## config.mk

```make
export PLATFORM = sky130hd
export DESIGN_NAME = sequenced_adc_scan_scheduler
export DESIGN_NICKNAME = d
export VERILOG_FILES = /design/src/verilog/scan_sched_pkg.sv /design/src/verilog/sequenced_adc_scan_scheduler.sv
export SDC_FILE = /design/constraint.sdc
export NUM_CORES = 2
export LEC_CHECK = 0
export ABC_AREA = 0
export BUFFER_PORTS_ARGS = -buffer_cell sky130_fd_sc_hd__buf_4
export CORE_MARGIN = 2
export CORE_UTILIZATION = 40
export DETAILED_ROUTE_END_ITERATION = 7
export GPL_ROUTABILITY_DRIVEN = 0
export SETUP_SLACK_MARGIN = 0.02
export SYNTH_ARGS = -nofsm -noshare
export SYNTH_HDL_FRONTEND = slang
export SYNTH_SLANG_ARGS = --single-unit
```

## constraint.sdc

```tcl
create_clock -name core_clk -period 8 [get_ports core_clk]
set_input_delay 1.2 -clock core_clk [delete_from_list [all_inputs] [get_ports core_clk]]
set_output_delay 1.2 -clock core_clk [all_outputs]
set_load 0.05 [all_outputs]
```

## src/verilog/scan_sched_pkg.sv

```systemverilog
// constants and types shared by the adc scan scheduler
package scan_sched_pkg;

    // ************************************************************
    // timing
    // ************************************************************
    localparam int CLK_FREQ_MHZ   = 200;  // core_clk rate
    localparam int SCAN_PERIOD_US = 606;  // start pulse interval
    localparam int MIN_PERIOD_US  = 320;  // conversion plus handling
    // one scheduler tick is one microsecond of core_clk
    localparam logic [7:0]  TICK_CYCLES   = 8'(CLK_FREQ_MHZ);
    localparam logic [15:0] PERIOD_RST    = 16'(SCAN_PERIOD_US);
    localparam logic [15:0] PERIOD_MIN    = 16'(MIN_PERIOD_US);
    localparam logic [3:0]  NUM_READINGS  = 4'hF;
    localparam logic [3:0]  LAST_READING  = 4'hE;

    // ************************************************************
    // register map (byte addresses)
    // ************************************************************
    localparam logic [7:0] CTRL_OFS      = 8'h00;
    localparam logic [7:0] PERIOD_OFS    = 8'h04;
    localparam logic [7:0] STATUS_OFS    = 8'h08;
    localparam logic [7:0] IRQ_STAT_OFS  = 8'h0C;
    localparam logic [7:0] IRQ_MASK_OFS  = 8'h10;
    localparam logic [7:0] RESULT_OFS    = 8'h40;  // 15 words
    localparam int         RUN_BIT       = 0;
    localparam int         INVALID_BIT   = 16;     // in result words
    localparam int         IRQ_EOC_BIT   = 0;
    localparam int         IRQ_LATE_BIT  = 1;
    localparam int         IRQ_SCAN_BIT  = 2;
    localparam logic       RUN_RST       = 1'b0;
    localparam logic [2:0] IRQ_MASK_RST  = 3'h0;
    localparam logic [1:0] RESP_OKAY     = 2'h0;
    localparam logic [1:0] RESP_SLVERR   = 2'h2;

    // ************************************************************
    // signal chain settings
    // ************************************************************
    typedef enum logic [1:0] {
        RANGE_0V064, RANGE_0V256, RANGE_1V024, RANGE_6V144
    } range_e;
    typedef enum logic [1:0] {
        CUR_NONE, CUR_RTD, CUR_REF, CUR_DIODE
    } cur_route_e;
    localparam logic [7:0] DAC_1MA024 = 8'h80;  // 2 mA range, 8 uA lsb
    localparam logic [7:0] DAC_10UA   = 8'h0A;  // 255 uA range, 1 uA lsb
    localparam logic [7:0] DAC_100UA  = 8'h64;
    localparam logic [7:0] DAC_OFF    = 8'h00;

    typedef struct packed {
        range_e     rng;
        cur_route_e cur;
        logic [7:0] dac;
        logic       dac_hi;   // 1: 2 mA range, 0: 255 uA range
        logic       ofs;      // offset sample reading
    } chain_cfg_s;

endpackage

```

## src/verilog/sequenced_adc_scan_scheduler.sv

```systemverilog
// adc scan scheduler with axi4-lite registers and result buffer
`timescale 1ns/1ps
module sequenced_adc_scan_scheduler
    import scan_sched_pkg::*;
(
    // clock and reset
    input  wire logic        core_clk,
    input  wire logic        rst_b,
    // axi4-lite slave
    input  wire logic [7:0]  awaddr,
    input  wire logic        awvalid,
    output logic             awready,
    input  wire logic [31:0] wdata,
    input  wire logic [3:0]  wstrb,
    input  wire logic        wvalid,
    output logic             wready,
    output logic [1:0]       bresp,
    output logic             bvalid,
    input  wire logic        bready,
    input  wire logic [7:0]  araddr,
    input  wire logic        arvalid,
    output logic             arready,
    output logic [31:0]      rdata,
    output logic [1:0]       rresp,
    output logic             rvalid,
    input  wire logic        rready,
    // converter
    output logic             soc,
    input  wire logic        eoc,
    input  wire logic [15:0] adc_data,
    output logic [1:0]       adc_range,
    // analog front end
    output logic [3:0]       input_route_select,
    output logic [1:0]       current_route_select,
    output logic [7:0]       excitation_current_dac,
    output logic             excitation_range_hi,
    output logic             offset_sample,
    // interrupt
    output logic             irq
);

    // ************************************************************
    // reading table
    // ************************************************************
    // order: 20mV, rtd, rtd ofs, ref, ref ofs, 100mV, diode i1,
    // diode i2, ref i1, ref i2, ref ofs, ic, ic ofs, 3v3, 5v
    function automatic chain_cfg_s cfg_of(input logic [3:0] i);
        chain_cfg_s c;
        c = '{RANGE_0V064, CUR_NONE, DAC_OFF, 1'b0, 1'b0};
        unique case (i)
            4'h0:      c.rng = RANGE_0V064;
            4'h1, 4'h2: c = '{RANGE_0V256, CUR_RTD, DAC_1MA024, 1'b1,
                              i == 4'h2};
            4'h3:      c = '{RANGE_0V256, CUR_REF, DAC_1MA024, 1'b1, 1'b0};
            4'h4:      c = '{RANGE_0V256, CUR_REF, DAC_OFF, 1'b1,
                              1'b1};
            4'h5:      c.rng = RANGE_0V256;
            4'h6:      c = '{RANGE_1V024, CUR_DIODE, DAC_10UA, 1'b0, 1'b0};
            4'h7:      c = '{RANGE_1V024, CUR_DIODE, DAC_100UA, 1'b0, 1'b0};
            4'h8:      c = '{RANGE_0V064, CUR_REF, DAC_10UA, 1'b0, 1'b0};
            4'h9:      c = '{RANGE_0V064, CUR_REF, DAC_100UA, 1'b0, 1'b0};
            4'hA:      c = '{RANGE_0V064, CUR_REF, DAC_OFF, 1'b0, 1'b1};
            4'hB:      c.rng = RANGE_1V024;
            4'hC:      c = '{RANGE_1V024, CUR_NONE, DAC_OFF, 1'b0, 1'b1};
            4'hD, 4'hE: c.rng = RANGE_6V144;
            default:   c.rng = RANGE_0V064;  // code F never selected
        endcase
        return c;
    endfunction

    // merge a write under byte strobes
    function automatic logic [31:0] merge(input logic [31:0] old,
                                          input logic [31:0] nw,
                                          input logic [3:0]  st);
        logic [31:0] r;
        r = old;
        for (int b = 0; b < 4; b++) begin
            if (st[b]) begin
                r[b*8 +: 8] = nw[b*8 +: 8];
            end
        end
        return r;
    endfunction

    // ************************************************************
    // state
    // ************************************************************
    typedef struct packed {
        logic [2:0]              eoc_sync;
        logic                    eoc_lvl;   // filtered pin level
        logic                    run;
        logic [15:0]             period;
        logic [7:0]              presc;
        logic [15:0]             per_cnt;
        logic                    soc;
        logic [15:0]             slot;
        logic [15:0]             rd_cnt;
        logic [3:0]              idx;
        logic                    fill;      // bank being filled
        logic [2:0]              irq_st;
        logic [2:0]              irq_mask;
        chain_cfg_s              cfg;
        logic [14:0][15:0]       filt;
        logic [1:0][14:0][16:0]  res_mem;
        logic                    aw_ok;
        logic [7:0]              aw_a;
        logic                    w_ok;
        logic [31:0]             w_d;
        logic [3:0]              w_s;
        logic                    bvalid;
        logic [1:0]              bresp;
        logic                    rvalid;
        logic [31:0]             rdata;
        logic [1:0]              rresp;
    } state_s;

    state_s st_q;
    state_s st_d;
    logic   eoc_evt;
    logic   tick_end;
    logic   per_end;

    // a rise counts once the second and third stages both read high
    assign eoc_evt  = st_q.eoc_sync[1] & st_q.eoc_sync[2]
                    & ~st_q.eoc_lvl;
    assign tick_end = st_q.presc == TICK_CYCLES - 8'h01;
    assign per_end  = st_q.per_cnt == st_q.period - 16'h0001;

    // ************************************************************
    // next state
    // ************************************************************
    always_comb begin
        logic [31:0] wv;
        logic [31:0] rv;
        logic [2:0]  set;
        logic [16:0] diff;
        logic [15:0] nf;
        logic        late;
        wv   = '0;
        rv   = '0;
        set  = '0;
        diff = '0;
        nf   = '0;
        late = 1'b0;
        st_d = st_q;
        st_d.eoc_sync = {st_q.eoc_sync[1:0], eoc};
        if (st_q.eoc_sync[1] == st_q.eoc_sync[2]) begin
            st_d.eoc_lvl = st_q.eoc_sync[2];
        end
        st_d.soc = 1'b0;

        // scheduler: 1 us prescaler feeding the 16-bit period counter
        if (!st_q.run) begin
            st_d.presc   = '0;
            st_d.per_cnt = '0;
        end else if (tick_end) begin
            st_d.presc = '0;
            if (per_end) begin
                st_d.per_cnt = '0;
                st_d.soc     = 1'b1;
                st_d.slot    = st_q.slot + 16'h0001;
            end else begin
                st_d.per_cnt = st_q.per_cnt + 16'h0001;
            end
        end else begin
            st_d.presc = st_q.presc + 8'h01;
        end

        // conversion end: filter, store, step to the next reading
        if (eoc_evt) begin
            late = st_q.slot != st_q.rd_cnt + 16'h0001;
            st_d.rd_cnt = st_q.slot;  // resync so one slip flags once
            diff = {adc_data[15], adc_data}
                 - {st_q.filt[st_q.idx][15], st_q.filt[st_q.idx]};
            // first-order low pass, weight 1/4; hum rejection trade-off
            nf = st_q.filt[st_q.idx] + 16'(signed'(diff) >>> 2);
            st_d.filt[st_q.idx] = nf;
            st_d.res_mem[st_q.fill][st_q.idx] = {late, nf};
            set[IRQ_EOC_BIT]  = 1'b1;
            set[IRQ_LATE_BIT] = late;
            if (st_q.idx == LAST_READING) begin
                st_d.idx  = '0;
                st_d.fill = ~st_q.fill;
                set[IRQ_SCAN_BIT] = 1'b1;
            end else begin
                st_d.idx = st_q.idx + 4'h1;
            end
            st_d.cfg = cfg_of(st_d.idx);
        end

        // write channel: address and data taken in either order
        if (awvalid && awready) begin
            st_d.aw_ok = 1'b1;
            st_d.aw_a  = awaddr;
        end
        if (wvalid && wready) begin
            st_d.w_ok = 1'b1;
            st_d.w_d  = wdata;
            st_d.w_s  = wstrb;
        end
        if (st_q.aw_ok && st_q.w_ok) begin
            st_d.aw_ok  = 1'b0;
            st_d.w_ok   = 1'b0;
            st_d.bvalid = 1'b1;
            st_d.bresp  = RESP_OKAY;
            unique case (st_q.aw_a & 8'hFC)
                CTRL_OFS: begin
                    wv = merge({31'h0, st_q.run}, st_q.w_d, st_q.w_s);
                    st_d.run = wv[RUN_BIT];
                end
                PERIOD_OFS: begin
                    wv = merge({16'h0, st_q.period}, st_q.w_d, st_q.w_s);
                    // clamp so a start never outruns the handling
                    st_d.period = (wv[15:0] < PERIOD_MIN) ? PERIOD_MIN
                                                          : wv[15:0];
                end
                IRQ_STAT_OFS: begin
                    wv = merge('0, st_q.w_d, st_q.w_s);
                    st_d.irq_st = st_q.irq_st & ~wv[2:0];
                end
                IRQ_MASK_OFS: begin
                    wv = merge({29'h0, st_q.irq_mask}, st_q.w_d,
                               st_q.w_s);
                    st_d.irq_mask = wv[2:0];
                end
                STATUS_OFS: ;
                default: st_d.bresp = RESP_SLVERR;
            endcase
        end
        // hardware set wins over a same-cycle clear
        st_d.irq_st = st_d.irq_st | set;
        if (st_q.bvalid && bready) begin
            st_d.bvalid = 1'b0;
        end

        // read channel
        if (arvalid && arready) begin
            st_d.rvalid = 1'b1;
            st_d.rresp  = RESP_OKAY;
            if (araddr >= RESULT_OFS
                    && araddr[5:2] != NUM_READINGS) begin
                // readers see the bank that is not being filled
                rv = {15'h0, st_q.res_mem[~st_q.fill][araddr[5:2]]};
            end else begin
                unique case (araddr & 8'hFC)
                    CTRL_OFS:     rv = {31'h0, st_q.run};
                    PERIOD_OFS:   rv = {16'h0, st_q.period};
                    STATUS_OFS:   rv = {st_q.slot, 7'h0, ~st_q.fill,
                                        4'h0, st_q.idx};
                    IRQ_STAT_OFS: rv = {29'h0, st_q.irq_st};
                    IRQ_MASK_OFS: rv = {29'h0, st_q.irq_mask};
                    default:      st_d.rresp = RESP_SLVERR;
                endcase
            end
            st_d.rdata = rv;
        end else if (st_q.rvalid && rready) begin
            st_d.rvalid = 1'b0;
        end
    end

    // ************************************************************
    // registers
    // ************************************************************
    always_ff @(posedge core_clk) begin
        if (!rst_b) begin
            st_q          <= '0;
            st_q.run      <= RUN_RST;
            st_q.period   <= PERIOD_RST;
            st_q.irq_mask <= IRQ_MASK_RST;
            st_q.cfg      <= cfg_of(4'h0);
        end else begin
            st_q <= st_d;
        end
    end

    // outputs
    assign awready                = !st_q.aw_ok && !st_q.bvalid;
    assign wready                 = !st_q.w_ok && !st_q.bvalid;
    assign bvalid                 = st_q.bvalid;
    assign bresp                  = st_q.bresp;
    assign arready                = !st_q.rvalid;
    assign rvalid                 = st_q.rvalid;
    assign rdata                  = st_q.rdata;
    assign rresp                  = st_q.rresp;
    assign soc                    = st_q.soc;
    assign adc_range              = st_q.cfg.rng;
    assign input_route_select     = st_q.idx;
    assign current_route_select   = st_q.cfg.cur;
    assign excitation_current_dac = st_q.cfg.dac;
    assign excitation_range_hi    = st_q.cfg.dac_hi;
    assign offset_sample          = st_q.cfg.ofs;
    assign irq                    = |(st_q.irq_st & st_q.irq_mask);
endmodule
```

==> flow_summary.toml <==
[outcome]
status = "finished clean"

[detailed_routing]
drt_iter0_markers = 2538
viasPerCell = 5.318
drt_pass1_iterations = 6
vias = 33729
antenna_left = 0
wirelength_mm = 119.3
wire_per_inst_um = 18.81
drc = 0

[setup_path]
critPathKind = "reg -> reg"
cp.arrival_ns = 7.16
crit_start = "input_route_select[0]$_SDFFE_PN0P_"
start_kind = "flip-flop"
r2r_start = "input_route_select[0]$_SDFFE_PN0P_"
crit_cells = 21
crit_path_end_kind = "flip-flop"
max_stage_delay_ns = 0.78
crit_required_ns = 8.61
r2r_cells = 21
slowest_stage = "dfxtp_4"
crit_buf_inv = 2
crit_fanout = 45
worstPathCellList = "buf_4, mux4_2, a211oi_1, a21o_1, ha_1, a21o_1, a21oi_1, nor2b_1, a31o_1, o2111ai_1, and3b_1, o21bai_1, xor2_1, ha_1, and3_1, a211oi_1, or3_1, o311ai_4, buf_4, nand2_1, a21boi_1"
critical_path.top_delay_family = "compound AO/OA/AOI/OAI gates"

[min_path]
hold_class = "reg -> reg"
hold_path.startpoint = "st_d[935]$_SDFF_PN0_"
hold_path_depth = 1

[place]
dp_hpwl_mm = 74.87
io_buffers = 110
placed_area_um2 = 45100

[sta]
fin_skew_ns = 0.04619
setup_violations = 0
hold_violations = 0
worstMarginPinSlew_ns = 1.288
drv_slew = 0
rsz0062_at_grt = "false"
fin_crit_ns = 6.554
max_freq_mhz = 152.6
finalSetupTns_ns = 0
slew_headroom = 0.1380
post-route-period-util = 0.8192

[clock_tree]
clock_path_buffers = 3
cts_setup_buffers = 0
root_buffer = "clkbuf_16"
htree_levels = 3
cts_tree = "yes"
clock_sinks = 910
clock_latency_ns = 0.67
cts_resized = 0
ctsHoldBuffers = 0
numCtsBuffers = 95
cts.clk_slew.worst_paths_ns = 0.06

[logic_synthesis]
synth-xor-area-share = 0.01883
synth_enable_flop_cells = 0
post_synth_num_cell_types = 85
yosysWarnings = 0
synth_fa_ha_area_frac = 0.01162
ys_seq_elements = 910
syn_area_per_cell_um2 = 8.654
synth_cells = 5053
synth_top_family_by_area = "simple AND/OR/NAND/NOR gates"
yosysSeqAreaShare = 0.4166
synthMuxAreaShare = 0.1132
synthFlopType = "dfxtp_1"
synth_compound_area_frac = 0.1657
synth-async-reset-ratio = 0
netlist_area_um2 = 43730
synthSimpleGateAreaFrac = 0.2218

[floorplanning]
core_um2 = 108700
initial_core_util = 0.4023
rows = 121
pin_count = 137
die_w_um = 334.6
die_height_um = 334.6
dieArea_um2 = 112000

[global_routing]
antenna_found_initial = 4
track_usage = 0.2099
grt_pass1_vias = 31724
grt_start_max_net_pins = 289
grt_pass1_wl_mm = 186.6
grt_overflow = 0

[layout]
drive_gt1_frac = 0.1133
nets = 4971
syn_to_final_growth_pct = 10.45
fin_area_um2 = 48300

[pwr]
power.total_uw = 9713
leakage_uw = 0.01768
power.density_nw_per_um2 = 201.1
vdd_drop_max_v = 0.0001567

[flow_run]
cap_violations = 0
-- through the flow --
step	cells	hold WS, ns	setup slack (ns)	utilization
floorplan	5056	0.4119	2.099	-
global placement	6172	0.4283	1.536	0.4149
detailed placement	6172	0.4216	1.499	0.4149
CTS	6341	0.4407	1.484	0.4443
global route	6341	0.4547	1.083	0.4443
finish	6342	0.4364	1.446	0.4443
-- routing by layer --
metal | routed length, um | vias up | track usage
met5 | 27 | - | 0
met4 | 2071 | 4 | 0.04732
met3 | 5618 | 134 | 0.02891
met2 | 56990 | 649 | 0.3538
met1 | 54570 | 16091 | 0.2852
li1 | - | 16851 | -
-- where the power goes --
group | switching [uW] | internal (uW) | total [uW] | leakage, uW
sequential | 17.2 | 4550 | 4570 | 0.00734
combinational | 459 | 169 | 628 | 0.00877
clock | 1870 | 2650 | 4520 | 0.00157
total | 2350 | 7370 | 9710 | 0.0177
-- synthesized netlist by cell type, types with 8 or more instances --
cell,n,share of area
xor2_1,40,0.0080
inv_1,34,0.0029
and2_1,428,0.061
or3_1,11,0.0016
a21boi_0,131,0.022
buf_4,55,0.0094
o21ai_1,277,0.032
nor2_1,105,0.0090
a21o_1,32,0.0055
mux4_2,167,0.086
nor4_1,8,0.0011
buf_2,25,0.0029
o211a_1,60,0.014
mux2i_1,112,0.026
nand2_1,1200,0.10
buf_1,26,0.0022
a21boi_1,187,0.032
a211oi_1,26,0.0045
clkbuf_1,377,0.032
nor3_1,24,0.0027
nand3_1,117,0.013
ha_1,39,0.011
a21oi_1,37,0.0042
dfxtp_1,910,0.42
nand2b_1,33,0.0047
o211ai_1,49,0.0084
o21ai_0,242,0.028
a22oi_1,14,0.0024
nor2b_1,53,0.0076
xnor2_1,54,0.011
nand4_1,16,0.0023
and3_1,29,0.0041
-- registers in the layout, indices dropped and copies added (netlist names) --
register	cells
st_d	2
soc	1
st_q	858
excitation_range_hi	1
rresp	1
rdata	32
bvalid	1
input_route_select	4
offset_sample	1
adc_range	2
bresp	1
current_route_select	2
excitation_current_dac	3
rvalid	1
-- cells in the final DEF (no fill, tap or decap), types with 8 or more instances in the layout --
cell type  instances
mux2i_1          112
clkbuf_1          23
xor2_1            33
o21ai_0          242
xnor2_1           49
inv_1             34
clkinv_2          11
nor2b_1           50
nand4_1           16
a21o_1            32
nand3_1          117
nand2_1         1200
nor4_1             8
clkbuf_8          26
a21boi_0         131
dfxtp_1          905
ha_1              38
o211ai_1          49
o21ai_1          277
a21oi_1           37
nor3_1            24
and2_1           428
nand2b_1          33
a211oi_1          26
a21boi_1         187
or3_1             11
buf_4            187
a22oi_1           14
mux4_2           167
and3_1            29
o211a_1           60
clkbuf_16         98
nor2_1           105
-- final cells by class --
| cell class | instances | area [um^2] |
|---|---|---|
| Clock buffer | 147 | 2897 |
| Inverter | 34 | 127.6 |
| Clock inverter | 22 | 306.5 |
| Antenna cell | 1 | 2.502 |
| Tap cell | 1414 | 1769 |
| Sequential cell | 910 | 18230 |
| Timing Repair Buffer | 194 | 1521 |
| Multi-Input combinational cell | 3620 | 23440 |
| Fill cell | 10525 | 60400 |
-- worst register-to-register path, cell delays in order, from the launching register on --
cell       delay (ns)
dfxtp_4          0.78
buf_4            0.40
mux4_2           0.57
a211oi_1         0.25
a21o_1           0.23
ha_1             0.33
a21o_1           0.21
a21oi_1          0.14
nor2b_1          0.06
a31o_1           0.23
o2111ai_1        0.27
and3b_1          0.24
o21bai_1         0.12
xor2_1           0.17
ha_1             0.47
and3_1           0.23
a211oi_1         0.10
or3_1            0.48
o311ai_4         0.32
buf_4            0.57
nand2_1          0.20
a21boi_1         0.14
-- logic make-up after synthesis --
family / Yosys count
simple gates: 2077
compound gates: 1120
flops: 910
buf+inv: 526
mux: 285
xor+xnor: 94
fa+ha+maj: 40
other cells: 1
-- worst paths after layout --
check,endpoint,slack (ns)
worst min-delay path,st_d[936]$_SDFF_PN0_,0.44
worst max-delay path,st_q[506]$_SDFFE_PN0P_,1.45
worst max register to register,st_q[506]$_SDFFE_PN0P_,1.45
worst min register to register,st_d[936]$_SDFF_PN0_,0.44
Note: power is estimated with default switching activity, not from simulation.
